### config.mk
export PLATFORM = sky130hd
export DESIGN_NAME = acce_exec
export DESIGN_NICKNAME = d
export VERILOG_FILES = /design/src/common/acce_pkg.sv /design/src/hw/acce_exec.sv
export VERILOG_INCLUDE_DIRS = /design/src /design/src/common
export SDC_FILE = /design/constraint.sdc
export NUM_CORES = 1
export LEC_CHECK = 0
export BUFFER_PORTS_ARGS = -buffer_cell sky130_fd_sc_hd__buf_2
export CORE_AREA = 2 2 172 174
export CTS_BUF_LIST = sky130_fd_sc_hd__clkbuf_16
export CTS_CLUSTER_DIAMETER = 100
export DETAILED_ROUTE_END_ITERATION = 8
export DIE_AREA = 0 0 174 176
export GPL_TIMING_DRIVEN = 1
export PLACE_DENSITY = 0.66
export SETUP_SLACK_MARGIN = 0.3
export SLEW_MARGIN = 20
export SYNTH_ARGS = -nofsm -noshare
export SYNTH_HDL_FRONTEND = slang
export SYNTH_SLANG_ARGS = --single-unit
### constraint.sdc
create_clock -name clk_i -period 9.8 [get_ports clk_i]
set_input_delay 0.49 -clock clk_i [delete_from_list [all_inputs] [get_ports clk_i]]
set_output_delay 0.49 -clock clk_i [all_outputs]
set_load 0.01 [all_outputs]
### src/common/acce_consts.svh
// Constants for the assert, call, constant and classify execution slice.
`ifndef ACCE_CONSTS_SVH
`define ACCE_CONSTS_SVH
`define ACCE_OP_GT 8'h58
`define ACCE_OP_GTU 8'h5A
`define ACCE_OP_LE 8'h54
`define ACCE_OP_LEU 8'h56
`define ACCE_OP_LT 8'h50
`define ACCE_OP_LTU 8'h52
`define ACCE_OP_NE 8'h72
`define ACCE_OP_CALL 8'hA8
`define ACCE_OP_INDIRECT_CALL 8'hC8
`define ACCE_OP_CLZ 8'h08
`define ACCE_OP_CONST 8'h03
`define ACCE_OP_HIGH_CONSTANT_LOAD 8'h02
`define ACCE_OP_NEGATIVE_CONSTANT_LOAD 8'h01
`define ACCE_OP_CLASS 8'hE6
`define ACCE_LINK_OFS 32'h0000_0008
`define ACCE_USER_VEC_MAX 8'h3F
`define ACCE_FMT_SINGLE 2'h1
`define ACCE_FMT_DOUBLE 2'h2
`define ACCE_EFC_ZERO 5'h00
`define ACCE_EFC_INF 5'h10
`define ACCE_EFC_SIGNALLING_NAN 5'h12
`define ACCE_EFC_QUIET_NAN 5'h13
`define ACCE_MAX_SP 11'h0FE
`define ACCE_MAX_DP 11'h7FE
`define ACCE_REG_STATUS 32'h0000_0000
`define ACCE_REG_MASK 32'h0000_0004
`define ACCE_REG_CTRL 32'h0000_0008
`define ACCE_REG_LAST 32'h0000_000C
`define ACCE_EV_ASSERT 0
`define ACCE_EV_PROT 1
`define ACCE_EV_CLASS 2
`define ACCE_EV_ILLEGAL 3
`endif

### src/common/acce_pkg.sv
// Types shared by the execution slice.
package acce_pkg;
  typedef enum logic [2:0] {
    ACCE_TRAP_NONE = 3'b001,
    ACCE_TRAP_VEC = 3'b010,
    ACCE_TRAP_PROT = 3'b100
  } acce_trap_t;
endpackage : acce_pkg

### src/hw/acce_exec.sv
// Execution slice for assertions, calls, clz, constant loads and classify.
// How it works
// RULE1: Signed greater, less-equal and less assertions continue when true and trap otherwise.
// RULE2: Unsigned forms of those assertions compare operands as unsigned values.
// RULE3: The not-equal assertion traps when both source operands are equal.
// RULE4: Operand select 0 takes the second source from a register, 1 zero-extends bits 7..0.
// RULE5: In user mode a vector 0..63 gives a protection trap in place of the assertion trap.
// RULE6: The direct call links the current address plus 8 and runs one delay slot.
// RULE7: The direct call target is the 16-bit word offset, relative or absolute by bit 24.
// RULE8: The indirect call links likewise and jumps to the second source register.
// RULE9: Classify traps with pointers A and C at source and dest and pointer B at the format.
// RULE10: The class result clears bits 31..6, sets bit 5 for negatives, and codes bits 4..0.
// RULE11: Zero, infinity, signalling and quiet NaN codes follow the fixed class table.
// RULE12: Format 01 is single, 10 is double, 00 and 11 are reserved.
// RULE13: Count leading zeros gives 0 for a set top bit and 32 for a zero operand.
// RULE14: The constant load writes the zero-extended 16-bit constant to bits 15..8 register.
// RULE15: The high constant load replaces the upper half and keeps the lower half.
// RULE16: The negative constant load writes the constant with ones in the upper half.
// RULE17: Assertions use opcode 31..24, vector 23..16, first reg 15..8, second 7..0.
`timescale 1ns/1ps
`include "acce_consts.svh"
module acce_exec
  import acce_pkg::*;
(
  input wire logic clk_i,
  input wire logic rst_i,
  input wire logic issue_i,
  input wire logic [31:0] instr_i,
  input wire logic [31:0] pc_i,
  input wire logic user_mode_i,
  input wire logic [31:0] first_source_i,
  input wire logic [31:0] reg_b_i,
  input wire logic [31:0] class_hi_i,
  input wire logic [31:0] class_lo_i,
  input wire logic [31:0] wb_adr_i,
  input wire logic [31:0] wb_dat_i,
  output logic [31:0] wb_dat_o,
  input wire logic wb_we_i,
  input wire logic [3:0] wb_sel_i,
  input wire logic wb_cyc_i,
  input wire logic wb_stb_i,
  output logic wb_ack_o,
  output logic wb_err_o,
  output logic irq_o,
  output logic wr_en_o,
  output logic [7:0] wr_reg_o,
  output logic [31:0] wr_data_o,
  output logic branch_o,
  output logic [31:0] target_o,
  output logic trap_o,
  output logic [7:0] trap_vec_o,
  output logic prot_trap_o,
  output logic class_trap_o,
  output logic [7:0] indirect_pointer_a_o,
  output logic [7:0] indirect_pointer_b_o,
  output logic [7:0] indirect_pointer_c_o,
  output logic [31:0] class_result_o
);

  // Counts zero bits above the first one; 32 for a zero word.
  function automatic logic [5:0] clz32(input logic [31:0] v);
    logic [5:0] n;
    logic hit;
    n = 6'h20;
    hit = 1'b0;
    for (int i = 31; i >= 0; i--) begin
      if (!hit && v[i]) begin
        n = 6'(31 - i);
        hit = 1'b1;
      end
    end
    return n;
  endfunction : clz32

  // Classifies an operand; bits 51..0 of frac hold the fraction left-aligned.
  function automatic logic [31:0] classify(input logic sign, input logic [10:0] bexp,
                                           input logic [10:0] maxe, input logic [51:0] frac,
                                           input logic [51:0] ones);
    logic [1:0] fc;
    logic [2:0] ec;
    logic [4:0] efc;
    fc = (frac == 52'h0) ? 2'h0 : ((frac == ones) ? 2'h3 : 2'h2);
    if (bexp == 11'h000) begin
      ec = 3'h0;
    end else if (bexp == 11'h001) begin
      ec = 3'h1;
    end else if (bexp < maxe) begin
      ec = 3'h2;
    end else if (bexp == maxe) begin
      ec = 3'h3;
    end else begin
      ec = 3'h4;
    end
    if (ec == 3'h4) begin
      if (frac == 52'h0) begin
        efc = `ACCE_EFC_INF; // [RULE11]
      end else begin
        efc = frac[51] ? `ACCE_EFC_QUIET_NAN : `ACCE_EFC_SIGNALLING_NAN; // [RULE11]
      end
    end else if (ec == 3'h0 && fc == 2'h0) begin
      efc = `ACCE_EFC_ZERO; // [RULE11]
    end else begin
      efc = {ec[1:0], 1'b0, fc};
    end
    return {26'h0, sign, efc}; // [RULE10]
  endfunction : classify

  // Field decode shared by all instructions.
  logic [7:0] opc;
  logic [7:0] vector_field;
  logic [7:0] first_reg_field;
  logic [7:0] second_reg_field;
  logic [1:0] source_format_field;
  logic [15:0] imm16;
  logic [31:0] second_source;
  assign opc = {instr_i[31:25], 1'b0};
  assign vector_field = instr_i[23:16]; // [RULE17]
  assign first_reg_field = instr_i[15:8]; // [RULE17]
  assign second_reg_field = instr_i[7:0]; // [RULE17]
  assign source_format_field = instr_i[1:0];
  assign imm16 = {instr_i[23:16], instr_i[7:0]};
  assign second_source = instr_i[24] ? {24'h0, second_reg_field} : reg_b_i; // [RULE4]

  // Assertion outcome; a false assertion traps, unless the vector is protected.
  logic is_assert;
  logic holds;
  always_comb begin
    is_assert = 1'b1;
    holds = 1'b1;
    unique case (opc)
      `ACCE_OP_GT: holds = $signed(first_source_i) > $signed(second_source); // [RULE1]
      `ACCE_OP_LE: holds = $signed(first_source_i) <= $signed(second_source); // [RULE1]
      `ACCE_OP_LT: holds = $signed(first_source_i) < $signed(second_source); // [RULE1]
      `ACCE_OP_GTU: holds = first_source_i > second_source; // [RULE2]
      `ACCE_OP_LEU: holds = first_source_i <= second_source; // [RULE2]
      `ACCE_OP_LTU: holds = first_source_i < second_source; // [RULE2]
      `ACCE_OP_NE: holds = first_source_i != second_source; // [RULE3]
      default: is_assert = 1'b0;
    endcase
  end

  acce_trap_t next_trap;
  always_comb begin
    if (!issue_i || !is_assert || holds) begin
      next_trap = ACCE_TRAP_NONE;
    end else if (user_mode_i && vector_field <= `ACCE_USER_VEC_MAX) begin
      next_trap = ACCE_TRAP_PROT; // [RULE5]
    end else begin
      next_trap = ACCE_TRAP_VEC;
    end
  end

  logic is_class;
  logic fmt_ok;
  logic is_known;
  assign is_class = issue_i && instr_i[31:24] == `ACCE_OP_CLASS;
  assign fmt_ok = source_format_field == `ACCE_FMT_SINGLE ||
                  source_format_field == `ACCE_FMT_DOUBLE; // [RULE12]
  assign is_known = is_assert || opc == `ACCE_OP_CALL || instr_i[31:24] == `ACCE_OP_INDIRECT_CALL ||
                    opc == `ACCE_OP_CLZ || instr_i[31:24] == `ACCE_OP_CONST ||
                    instr_i[31:24] == `ACCE_OP_HIGH_CONSTANT_LOAD || instr_i[31:24] == `ACCE_OP_NEGATIVE_CONSTANT_LOAD ||
                    instr_i[31:24] == `ACCE_OP_CLASS;

  // Trap outputs, registered one cycle after issue.
  always_ff @(posedge clk_i) begin
    if (rst_i) begin
      trap_o <= 1'b0;
      prot_trap_o <= 1'b0;
      trap_vec_o <= 8'h00;
      class_trap_o <= 1'b0;
      indirect_pointer_a_o <= 8'h00;
      indirect_pointer_b_o <= 8'h00;
      indirect_pointer_c_o <= 8'h00;
    end else begin
      trap_o <= next_trap == ACCE_TRAP_VEC; // [RULE1] [RULE2] [RULE3]
      prot_trap_o <= next_trap == ACCE_TRAP_PROT; // [RULE5]
      trap_vec_o <= (next_trap == ACCE_TRAP_VEC) ? vector_field : 8'h00;
      class_trap_o <= is_class; // [RULE9]
      if (is_class) begin
        indirect_pointer_a_o <= first_reg_field; // [RULE9]
        indirect_pointer_c_o <= vector_field; // [RULE9]
        indirect_pointer_b_o <= {6'h00, source_format_field}; // [RULE9]
      end
    end
  end

  // Classification result, offered to the emulation handler.
  always_ff @(posedge clk_i) begin
    if (rst_i) begin
      class_result_o <= 32'h0;
    end else if (is_class && source_format_field == `ACCE_FMT_SINGLE) begin
      class_result_o <= classify(class_hi_i[31], {3'h0, class_hi_i[30:23]}, `ACCE_MAX_SP,
                                 {class_hi_i[22:0], 29'h0}, {23'h7FFFFF, 29'h0}); // [RULE12]
    end else if (is_class && source_format_field == `ACCE_FMT_DOUBLE) begin
      class_result_o <= classify(class_hi_i[31], class_hi_i[30:20], `ACCE_MAX_DP,
                                 {class_hi_i[19:0], class_lo_i}, 52'hF_FFFF_FFFF_FFFF);
    end
  end

  // Register write-back for calls, clz and the constant loads.
  always_ff @(posedge clk_i) begin
    if (rst_i) begin
      wr_en_o <= 1'b0;
      wr_reg_o <= 8'h00;
      wr_data_o <= 32'h0;
    end else begin
      wr_en_o <= 1'b0;
      if (issue_i) begin
        if (opc == `ACCE_OP_CALL || instr_i[31:24] == `ACCE_OP_INDIRECT_CALL) begin
          wr_en_o <= 1'b1;
          wr_reg_o <= first_reg_field;
          wr_data_o <= pc_i + `ACCE_LINK_OFS; // [RULE6] [RULE8]
        end else if (opc == `ACCE_OP_CLZ) begin
          wr_en_o <= 1'b1;
          wr_reg_o <= vector_field;
          wr_data_o <= {26'h0, clz32(second_source)}; // [RULE13]
        end else if (instr_i[31:24] == `ACCE_OP_CONST) begin
          wr_en_o <= 1'b1;
          wr_reg_o <= first_reg_field;
          wr_data_o <= {16'h0000, imm16}; // [RULE14]
        end else if (instr_i[31:24] == `ACCE_OP_HIGH_CONSTANT_LOAD) begin
          wr_en_o <= 1'b1;
          wr_reg_o <= first_reg_field;
          wr_data_o <= {imm16, first_source_i[15:0]}; // [RULE15]
        end else if (instr_i[31:24] == `ACCE_OP_NEGATIVE_CONSTANT_LOAD) begin
          wr_en_o <= 1'b1;
          wr_reg_o <= first_reg_field;
          wr_data_o <= {16'hFFFF, imm16}; // [RULE16]
        end
      end
    end
  end

  // Branch request; the fetch unit runs the delay slot before the target.
  logic [31:0] word_ofs;
  assign word_ofs = {{14{imm16[15]}}, imm16, 2'b00};
  always_ff @(posedge clk_i) begin
    if (rst_i) begin
      branch_o <= 1'b0;
      target_o <= 32'h0;
    end else begin
      branch_o <= 1'b0;
      if (issue_i && opc == `ACCE_OP_CALL) begin
        branch_o <= 1'b1; // [RULE6]
        target_o <= instr_i[24] ? word_ofs : pc_i + word_ofs; // [RULE7]
      end else if (issue_i && instr_i[31:24] == `ACCE_OP_INDIRECT_CALL) begin
        branch_o <= 1'b1;
        target_o <= reg_b_i; // [RULE8]
      end
    end
  end

  // Sticky event status, cleared by a status read; a new event wins over the clear.
  logic [3:0] status;
  logic [3:0] mask;
  logic [3:0] events;
  logic [3:0] last_op;
  logic rd_status;
  assign events[`ACCE_EV_ASSERT] = next_trap == ACCE_TRAP_VEC;
  assign events[`ACCE_EV_PROT] = next_trap == ACCE_TRAP_PROT;
  assign events[`ACCE_EV_CLASS] = is_class;
  assign events[`ACCE_EV_ILLEGAL] = (issue_i && !is_known) || (is_class && !fmt_ok);
  assign rd_status = wb_cyc_i && wb_stb_i && !wb_ack_o && !wb_we_i &&
                     wb_adr_i == `ACCE_REG_STATUS;
  always_ff @(posedge clk_i) begin
    if (rst_i) begin
      status <= 4'h0;
    end else begin
      status <= (rd_status ? 4'h0 : status) | events;
    end
  end
  assign irq_o = |(status & mask);

  // Low four bits (27..24) of the last issued opcode, visible to software for diagnosis.
  always_ff @(posedge clk_i) begin
    if (rst_i) begin
      last_op <= 4'h0;
    end else if (issue_i) begin
      last_op <= instr_i[27:24];
    end
  end

  // Wishbone slave: one-cycle ack, error on an unmapped address.
  logic req;
  logic mapped;
  assign req = wb_cyc_i && wb_stb_i && !wb_ack_o && !wb_err_o;
  assign mapped = wb_adr_i == `ACCE_REG_STATUS || wb_adr_i == `ACCE_REG_MASK ||
                  wb_adr_i == `ACCE_REG_CTRL || wb_adr_i == `ACCE_REG_LAST;
  always_ff @(posedge clk_i) begin
    if (rst_i) begin
      wb_ack_o <= 1'b0;
      wb_err_o <= 1'b0;
      wb_dat_o <= 32'h0;
      mask <= 4'h0;
    end else begin
      wb_ack_o <= req && mapped;
      wb_err_o <= req && !mapped;
      if (req && wb_we_i && wb_sel_i[0] && wb_adr_i == `ACCE_REG_MASK) begin
        mask <= wb_dat_i[3:0];
      end
      if (req && !wb_we_i) begin
        unique case (wb_adr_i)
          `ACCE_REG_STATUS: wb_dat_o <= {28'h0, status};
          `ACCE_REG_MASK: wb_dat_o <= {28'h0, mask};
          `ACCE_REG_LAST: wb_dat_o <= {28'h0, last_op};
          default: wb_dat_o <= 32'h0;
        endcase
      end
    end
  end

  // Checks next to the logic they guard.
  property p_vec_trap;
    @(posedge clk_i) disable iff (rst_i)
      issue_i && is_assert && !holds && !(user_mode_i && vector_field <= 8'h3F)
      |=> trap_o && trap_vec_o == $past(vector_field);
  endproperty
  a_vec_trap: assert property (p_vec_trap) else $error("assert trap missing"); // [RULE1]

  property p_holds_no_trap;
    @(posedge clk_i) disable iff (rst_i) issue_i && is_assert && holds |=> !trap_o && !prot_trap_o;
  endproperty
  a_holds_no_trap: assert property (p_holds_no_trap) else $error("spurious trap"); // [RULE2]

  property p_ne;
    @(posedge clk_i) disable iff (rst_i)
      issue_i && opc == 8'h72 && first_source_i == second_source && !user_mode_i |=> trap_o;
  endproperty
  a_ne: assert property (p_ne) else $error("not-equal trap missing"); // [RULE3]

  // An immediate equal to the first operand must pass an unsigned less-or-equal check.
  // A mux that picked the register in place of the byte would trap here.
  property p_imm;
    @(posedge clk_i) disable iff (rst_i)
      issue_i && instr_i[24] && {instr_i[31:25], 1'b0} == `ACCE_OP_LEU &&
      first_source_i <= {24'h0, instr_i[7:0]} |=> !trap_o && !prot_trap_o;
  endproperty
  a_imm: assert property (p_imm) else $error("immediate not zero-extended"); // [RULE4]

  property p_prot;
    @(posedge clk_i) disable iff (rst_i)
      issue_i && is_assert && !holds && user_mode_i && vector_field < 8'h40
      |=> prot_trap_o && !trap_o;
  endproperty
  a_prot: assert property (p_prot) else $error("protection trap missing"); // [RULE5]

  property p_link;
    @(posedge clk_i) disable iff (rst_i)
      issue_i && (opc == 8'hA8 || instr_i[31:24] == 8'hC8)
      |=> wr_en_o && branch_o && wr_data_o == $past(pc_i) + 32'h8;
  endproperty
  a_link: assert property (p_link) else $error("call link wrong"); // [RULE6]

  property p_clz;
    @(posedge clk_i) disable iff (rst_i)
      issue_i && opc == 8'h08 && second_source == 32'h0 |=> wr_data_o == 32'h20;
  endproperty
  a_clz: assert property (p_clz) else $error("clz of zero wrong"); // [RULE13]

  property p_negative_constant_load;
    @(posedge clk_i) disable iff (rst_i)
      issue_i && instr_i[31:24] == 8'h01 |=> wr_data_o[31:16] == 16'hFFFF && wr_en_o;
  endproperty
  a_negative_constant_load: assert property (p_negative_constant_load) else $error("ones extension wrong"); // [RULE16]

  property p_class;
    @(posedge clk_i) disable iff (rst_i)
      is_class |=> class_trap_o && indirect_pointer_b_o == {6'h0, $past(instr_i[1:0])}
      && class_result_o[31:6] == 26'h0;
  endproperty
  a_class: assert property (p_class) else $error("classify trap wrong"); // [RULE9]

endmodule : acce_exec

# After elaboration in Yosys (flattened, before gate mapping)

Cells that the tools add are included.

Bitwise gates (word level): 4
Add/subtract/negate cells: 2
Equal/unequal tests: 30
Multiplexer cells: 241
Magnitude comparators: 9
Reduce and logical (&&, ||, !) cells: 123

Operators by type and width:

| cell                    | number |
|---|---|
| $mux W32                | 9 |
| $mux W6                 | 34 |
| $mux W1                 | 167 |
| $eq A32 B4 Y1 const B   | 2 |
| $gt A32 B32 Y1          | 2 |
| $le A32 B32 Y1          | 2 |
| $lt A32 B32 Y1          | 2 |
| $eq A52 B52 Y1 const B  | 1 |
| $logic_and A1 B1 Y1     | 52 |
| $logic_not A52 Y1       | 1 |
| $eq A7 B6 Y1 const B    | 7 |
| $mux W3                 | 15 |
| $mux W8                 | 5 |
| $logic_not A1 Y1        | 39 |
| $add A32 B32 Y32        | 1 |
| $add A32 B4 Y32 const B | 1 |
| $eq A32 B3 Y1 const B   | 1 |
| $logic_not A32 Y1       | 1 |
| $ne A32 B32 Y1          | 1 |
| $eq A8 B8 Y1 const B    | 3 |
| $eq A23 B23 Y1 const B  | 1 |
| $logic_not A23 Y1       | 1 |
| $mux W5                 | 4 |
| $eq A8 B1 Y1 const B    | 2 |
| other kinds (30)        | 55 |

Register bits: 155
Output and inout port bits: 176
Bits of input ports: 267
Word-level logic and storage cells: 428

# Logic depth before layout (Yosys ltp)

Word-level depth: 221
Depth in mapped cells: 17
Gate-level depth less buffers: 13

# Worst setup path before layout

Ideal clock, no wire load.

Path type: input to register
Start: input port instr_i[24]
End: register trap_vec_o[0]
Stages on the path: 17
Arrival: 3.541 ns
Buffers on the path: 5
Required time: 9.740 ns
Path slack: 6.200 ns
Setup time: 0.060 ns
Cells stage by stage: buf_2 > buf_2 > inv_1 > buf_2 > buf_2 > buf_1 > nand2_1 > ha_1 > nand4_1 > nor4_1 > and4_1 > nand2_1 > nand4_1 > o32ai_1 > nand3b_1 > a211oi_2 > and2_1

Word-level cells in the longest chain between the ends: 8
Elaborated cells between the ends (all ways): 14
Classes of those cells: order compare (6); eq/ne (2); mux (3); bitwise (1); reduce/logical (2)

RTL lines:

| element                                      | RTL line         | source |
|---|---|---|
| from (decl)                                  | acce_exec.sv:28  | `input wire logic [31:0] instr_i,` |
| $mux W32 (*)                                 | acce_exec.sv:122 | `assign second_source = instr_i[24] ? {24'h0, second_reg_field} : reg_b_i;` |
| $lt A32 B32 Y1, or another cell as far along | acce_exec.sv:136 | `` `ACCE_OP_LTU: holds = first_source_i < second_source; `` |
| $pmux W1 S7 (*)                              | acce_exec.sv:130 | `unique case (opc)` |
| $logic_or A1 B1 Y1 (*)                       | acce_exec.sv:144 | `if (!issue_i \|\| !is_assert \|\| holds) begin` |
| $mux W3 (*)                                  | acce_exec.sv:144 |  |
| $eq A3 B2 Y1 (*)                             | acce_exec.sv:177 | `trap_vec_o <= (next_trap == ACCE_TRAP_VEC) ? vector_field : 8'h00;` |
| $not A1 Y1 (no line) (*)                     | -                |  |
| $reduce_or A2 Y1 (no line) (*)               | -                |  |
| to (signal assigned)                         | acce_exec.sv:177 |  |
| to (decl)                                    | acce_exec.sv:51  | `output logic [7:0] trap_vec_o,` |

Mark *: on every way between the ends. The rest lies on a longest branch, timed or not.
A chain may end at the register's enable or synchronous reset.

# Worst setup path after layout

Start: input port instr_i[24]
End: register wr_data_o[16]

Word-level cells in the longest chain between the ends: 5
Elaborated cells between the ends (all ways): 11
Classes of those cells: eq/ne (4); mux (4); reduce/logical (3)

RTL lines:

| element                | RTL line         | source |
|---|---|---|
| $eq A8 B2 Y1 (no line) | -                |  |
| $mux W32               | acce_exec.sv:221 | `` end else if (instr_i[31:24] == `ACCE_OP_HIGH_CONSTANT_LOAD) begin `` |
| $mux W32               | acce_exec.sv:217 | `` end else if (instr_i[31:24] == `ACCE_OP_CONST) begin `` |
| $mux W32               | acce_exec.sv:213 | `` end else if (opc == `ACCE_OP_CLZ) begin `` |
| $mux W32               | acce_exec.sv:209 | `` if (opc == `ACCE_OP_CALL \|\| instr_i[31:24] == `ACCE_OP_INDIRECT_CALL) begin `` |
| to (signal assigned)   | acce_exec.sv:212 | `` wr_data_o <= pc_i + `ACCE_LINK_OFS; `` |
| to (signal assigned)   | acce_exec.sv:216 | `wr_data_o <= {26'h0, clz32(second_source)};` |
| to (signal assigned)   | acce_exec.sv:220 | `wr_data_o <= {16'h0000, imm16};` |
| to (decl)              | acce_exec.sv:47  | `output logic [31:0] wr_data_o,` |

Parallel ways exist; a longest one is shown, timed or not.

==> impl_metrics.ini <==
[power]
power.density_nw_per_um2 = 122
p_int_mw = 1.00
clkPwrFrac_pct = 43.0
peakVddDrop_mv = 0.0857
combinationalPowerShare_pct = 22.5
power_mw = 1.51
pwr-share-seq_pct = 34.5
p_sw_mw = 0.507
p_leak_nw = 5.43
swShare_pct = 33.6

[worst_hold_path]
min_path_type = input port to flip-flop

[timing]
maxSlewViolCount = 0
rsz0062_at_grt = no
hold_viol = 0
setup-violations-final = 0
fin_crit_sh_pct = 38.0
slew_headroom_pct = 26.7
fmax_mhz = 269
tightest_slew_ns = 1.10
finalCriticalPeriod_ns = 3.72
finalClockSkew_ns = 0.00567
setup_tns_ns = 0

[logic_synthesis]
syn-cell-area_um2 = 9990
yosys_warnings = 0
ys.flop_type = dfxtp_1
ys_ff_latch = 126
async_flop_share_pct = 0
synth.avg_cell_area_um2 = 7.47
synth-edff-count = 0
syn_inst = 1338
ys_seq_area_share_pct = 25.3
yosysUniqueCellTypes = 77

[cells_and_area]
syn_to_final_growth_pct = 23.7
utilization_pct = 43.3
design_area_um2 = 12400
drive_gt1_share_pct = 25.4
finalNetCount = 1978

[clock_tree]
cts_made_buffers = 17
clockBufferDepth = 2
cts_tree = done
cts_root_buf = clkbuf_16
cts.sinks = 126
holdBufCountCts = 0
clk_pin_slew_ns = 0.07
post_cts_buffers = 0
cts.repair.resized = 0
clk_latency_ns = 0.42
cts-htree-levels = 4

[setup_path]
worstSetupPathType = input port to flip-flop
critPathBufInv = 2
slowest_stage = nand2_1
start_kind = input port
arrival_ns = 4.00
crit_path_max_fanout = 71
crit_chain = buf_2, buf_4, nand2b_1, mux2i_1, nand3_1, nand2_1, a21o_1, o221ai_1, o21ai_0, nor2_1
cp_slowest_stage_delay_ns = 0.90
worstPathRequired_ns = 10.08
path_delay_family = simple AND/OR/NAND/NOR gates
end_kind = flip-flop

[die]
die_h_um = 176
die_w_um = 174
dieArea_um2 = 30600
placementRows = 62
coreArea_um2 = 28500
start_util_pct = 35.0
io_pins = 443

[grt]
grt_pass1_wl_um = 62600
grt_pass1_vias = 10500
grt_usage_pct = 26.6
grt_overflow_total = 0
grt_max_degree = 76
grt_antenna_before_repair = 5

[placement]
place.gp.congestion = 0.953
placed_area_um2 = 11800
dpl.hpwl_um = 33700
portBuffers = 350

[routing]
vias = 11400
drtPass1Iterations = 5
ant_nets = 0
drcViolationCount = 0
detail_route.iter0.violations = 962
drt-wirelength-per-cell_um = 20.8
drt-total-wl_um = 42500
vias_per_cell = 5.56

[run]
drv_cap = 0

[outcome]
status = finished, final reports clean
[worst register-to-register path, cell delays in order (launching register included)]
cell and delay [ns]:
dfxtp_1 0.31, nand3b_1 0.18, or2_2 0.31, nor4_1 0.89, mux2i_1 0.28, nor2_1 0.05
[power groups by stage]
stage	Sequential, mW	Clock (mW)	Combinational [mW]
final	0.520	0.648	0.339
after global routing	0.520	0.678	0.370
after CTS	0.520	0.655	0.333
after detailed placement	0.531	0	0.331
after global placement	0.531	0	0.327
after floorplan	0.532	0	0.206
[final cells by class]
type / count / area [um^2]
fillers: 2972 / 16200
multi-input cells: 1117 / 6850
flip-flops and latches: 126 / 2520
repair buffers: 358 / 1810
well taps: 384 / 480
clock buffers: 17 / 425
clock inverters: 15 / 150
inverters: 26 / 97.6
diodes: 4 / 10.0
[synth_stat cells (26+ instances only)]
cell        n  area share [%]
a21oi_1    93             4.7
buf_4      64             4.8
clkbuf_1   40             1.5
dfxtp_1   126              25
ha_1       64             8.0
inv_1      26            0.98
mux2i_1    26             2.6
nand2_1   185             7.0
nand3_1    30             1.5
nand4_1    34             2.1
nor2_1    136             5.1
nor3_1     32             1.6
nor4_1     33             2.1
o21ai_0    85             4.3
o221ai_1   26             2.3
xor2_1     31             2.7
[metal layers]
metal	part of all wire [%]	wire, um	track usage, %	vias up
met5	0	0	0	-
met4	2.4	1000	8.65	0
met3	8.1	3440	5.68	55
met2	46	19800	43.6	557
met1	43	18300	35.0	5345
li1	-	-	-	5429
[cell families after synthesis]
group	after synthesis	share of synthesized area, %
compound gates	367	24.5
xor+xnor	48	4.21
fa+ha+maj	65	8.22
buf+inv	155	8.46
flops	126	25.3
mux	32	3.28
other cells	1	0.0375
simple gates	544	26.0
[cell usage in the layout, fill, tap and decap left out, types with 22 or more instances in the layout]
master and n:
a21o_1 24, a21oi_1 93, buf_2 349, conb_1 61
dfxtp_1 126, ha_1 64, inv_1 26, mux2i_1 26
nand2_1 185, nand3_1 30, nand4_1 34, nor2_1 136
nor3_1 31, nor4_1 33, o211ai_1 22, o21ai_0 85
o221ai_1 26, xor2_1 31
[metrics by stage]
stage	setup WS [ns]	cells	hold WS [ns]
after floorplan	6.20	1398	0.451
after global placement	5.72	2011	0.424
after detailed placement	5.71	2011	0.429
after CTS	6.14	2043	0.289
after global routing	5.90	2047	0.297
final	6.08	2047	0.300
[state kept, by name, indices dropped and copies added, names as in the netlist, 5 cells and up]
name	cells
wr_reg_o	8
wr_data_o	32
class_result_o	5
indirect_pointer_c_o	8
indirect_pointer_a_o	8
trap_vec_o	8
target_o	32
[worst paths after layout]
kind	depth (start not counted)	slack, ns	startpoint	to
max reg2reg	5	7.65	wb_ack_o	mask[1]
max	10	6.08	instr_i[24]	wr_data_o[16]
min	3	0.30	wb_dat_i[2]	mask[2]
min reg2reg	2	0.43	target_o[27]	target_o[27]
Note: power is estimated with default switching activity, not from simulation.
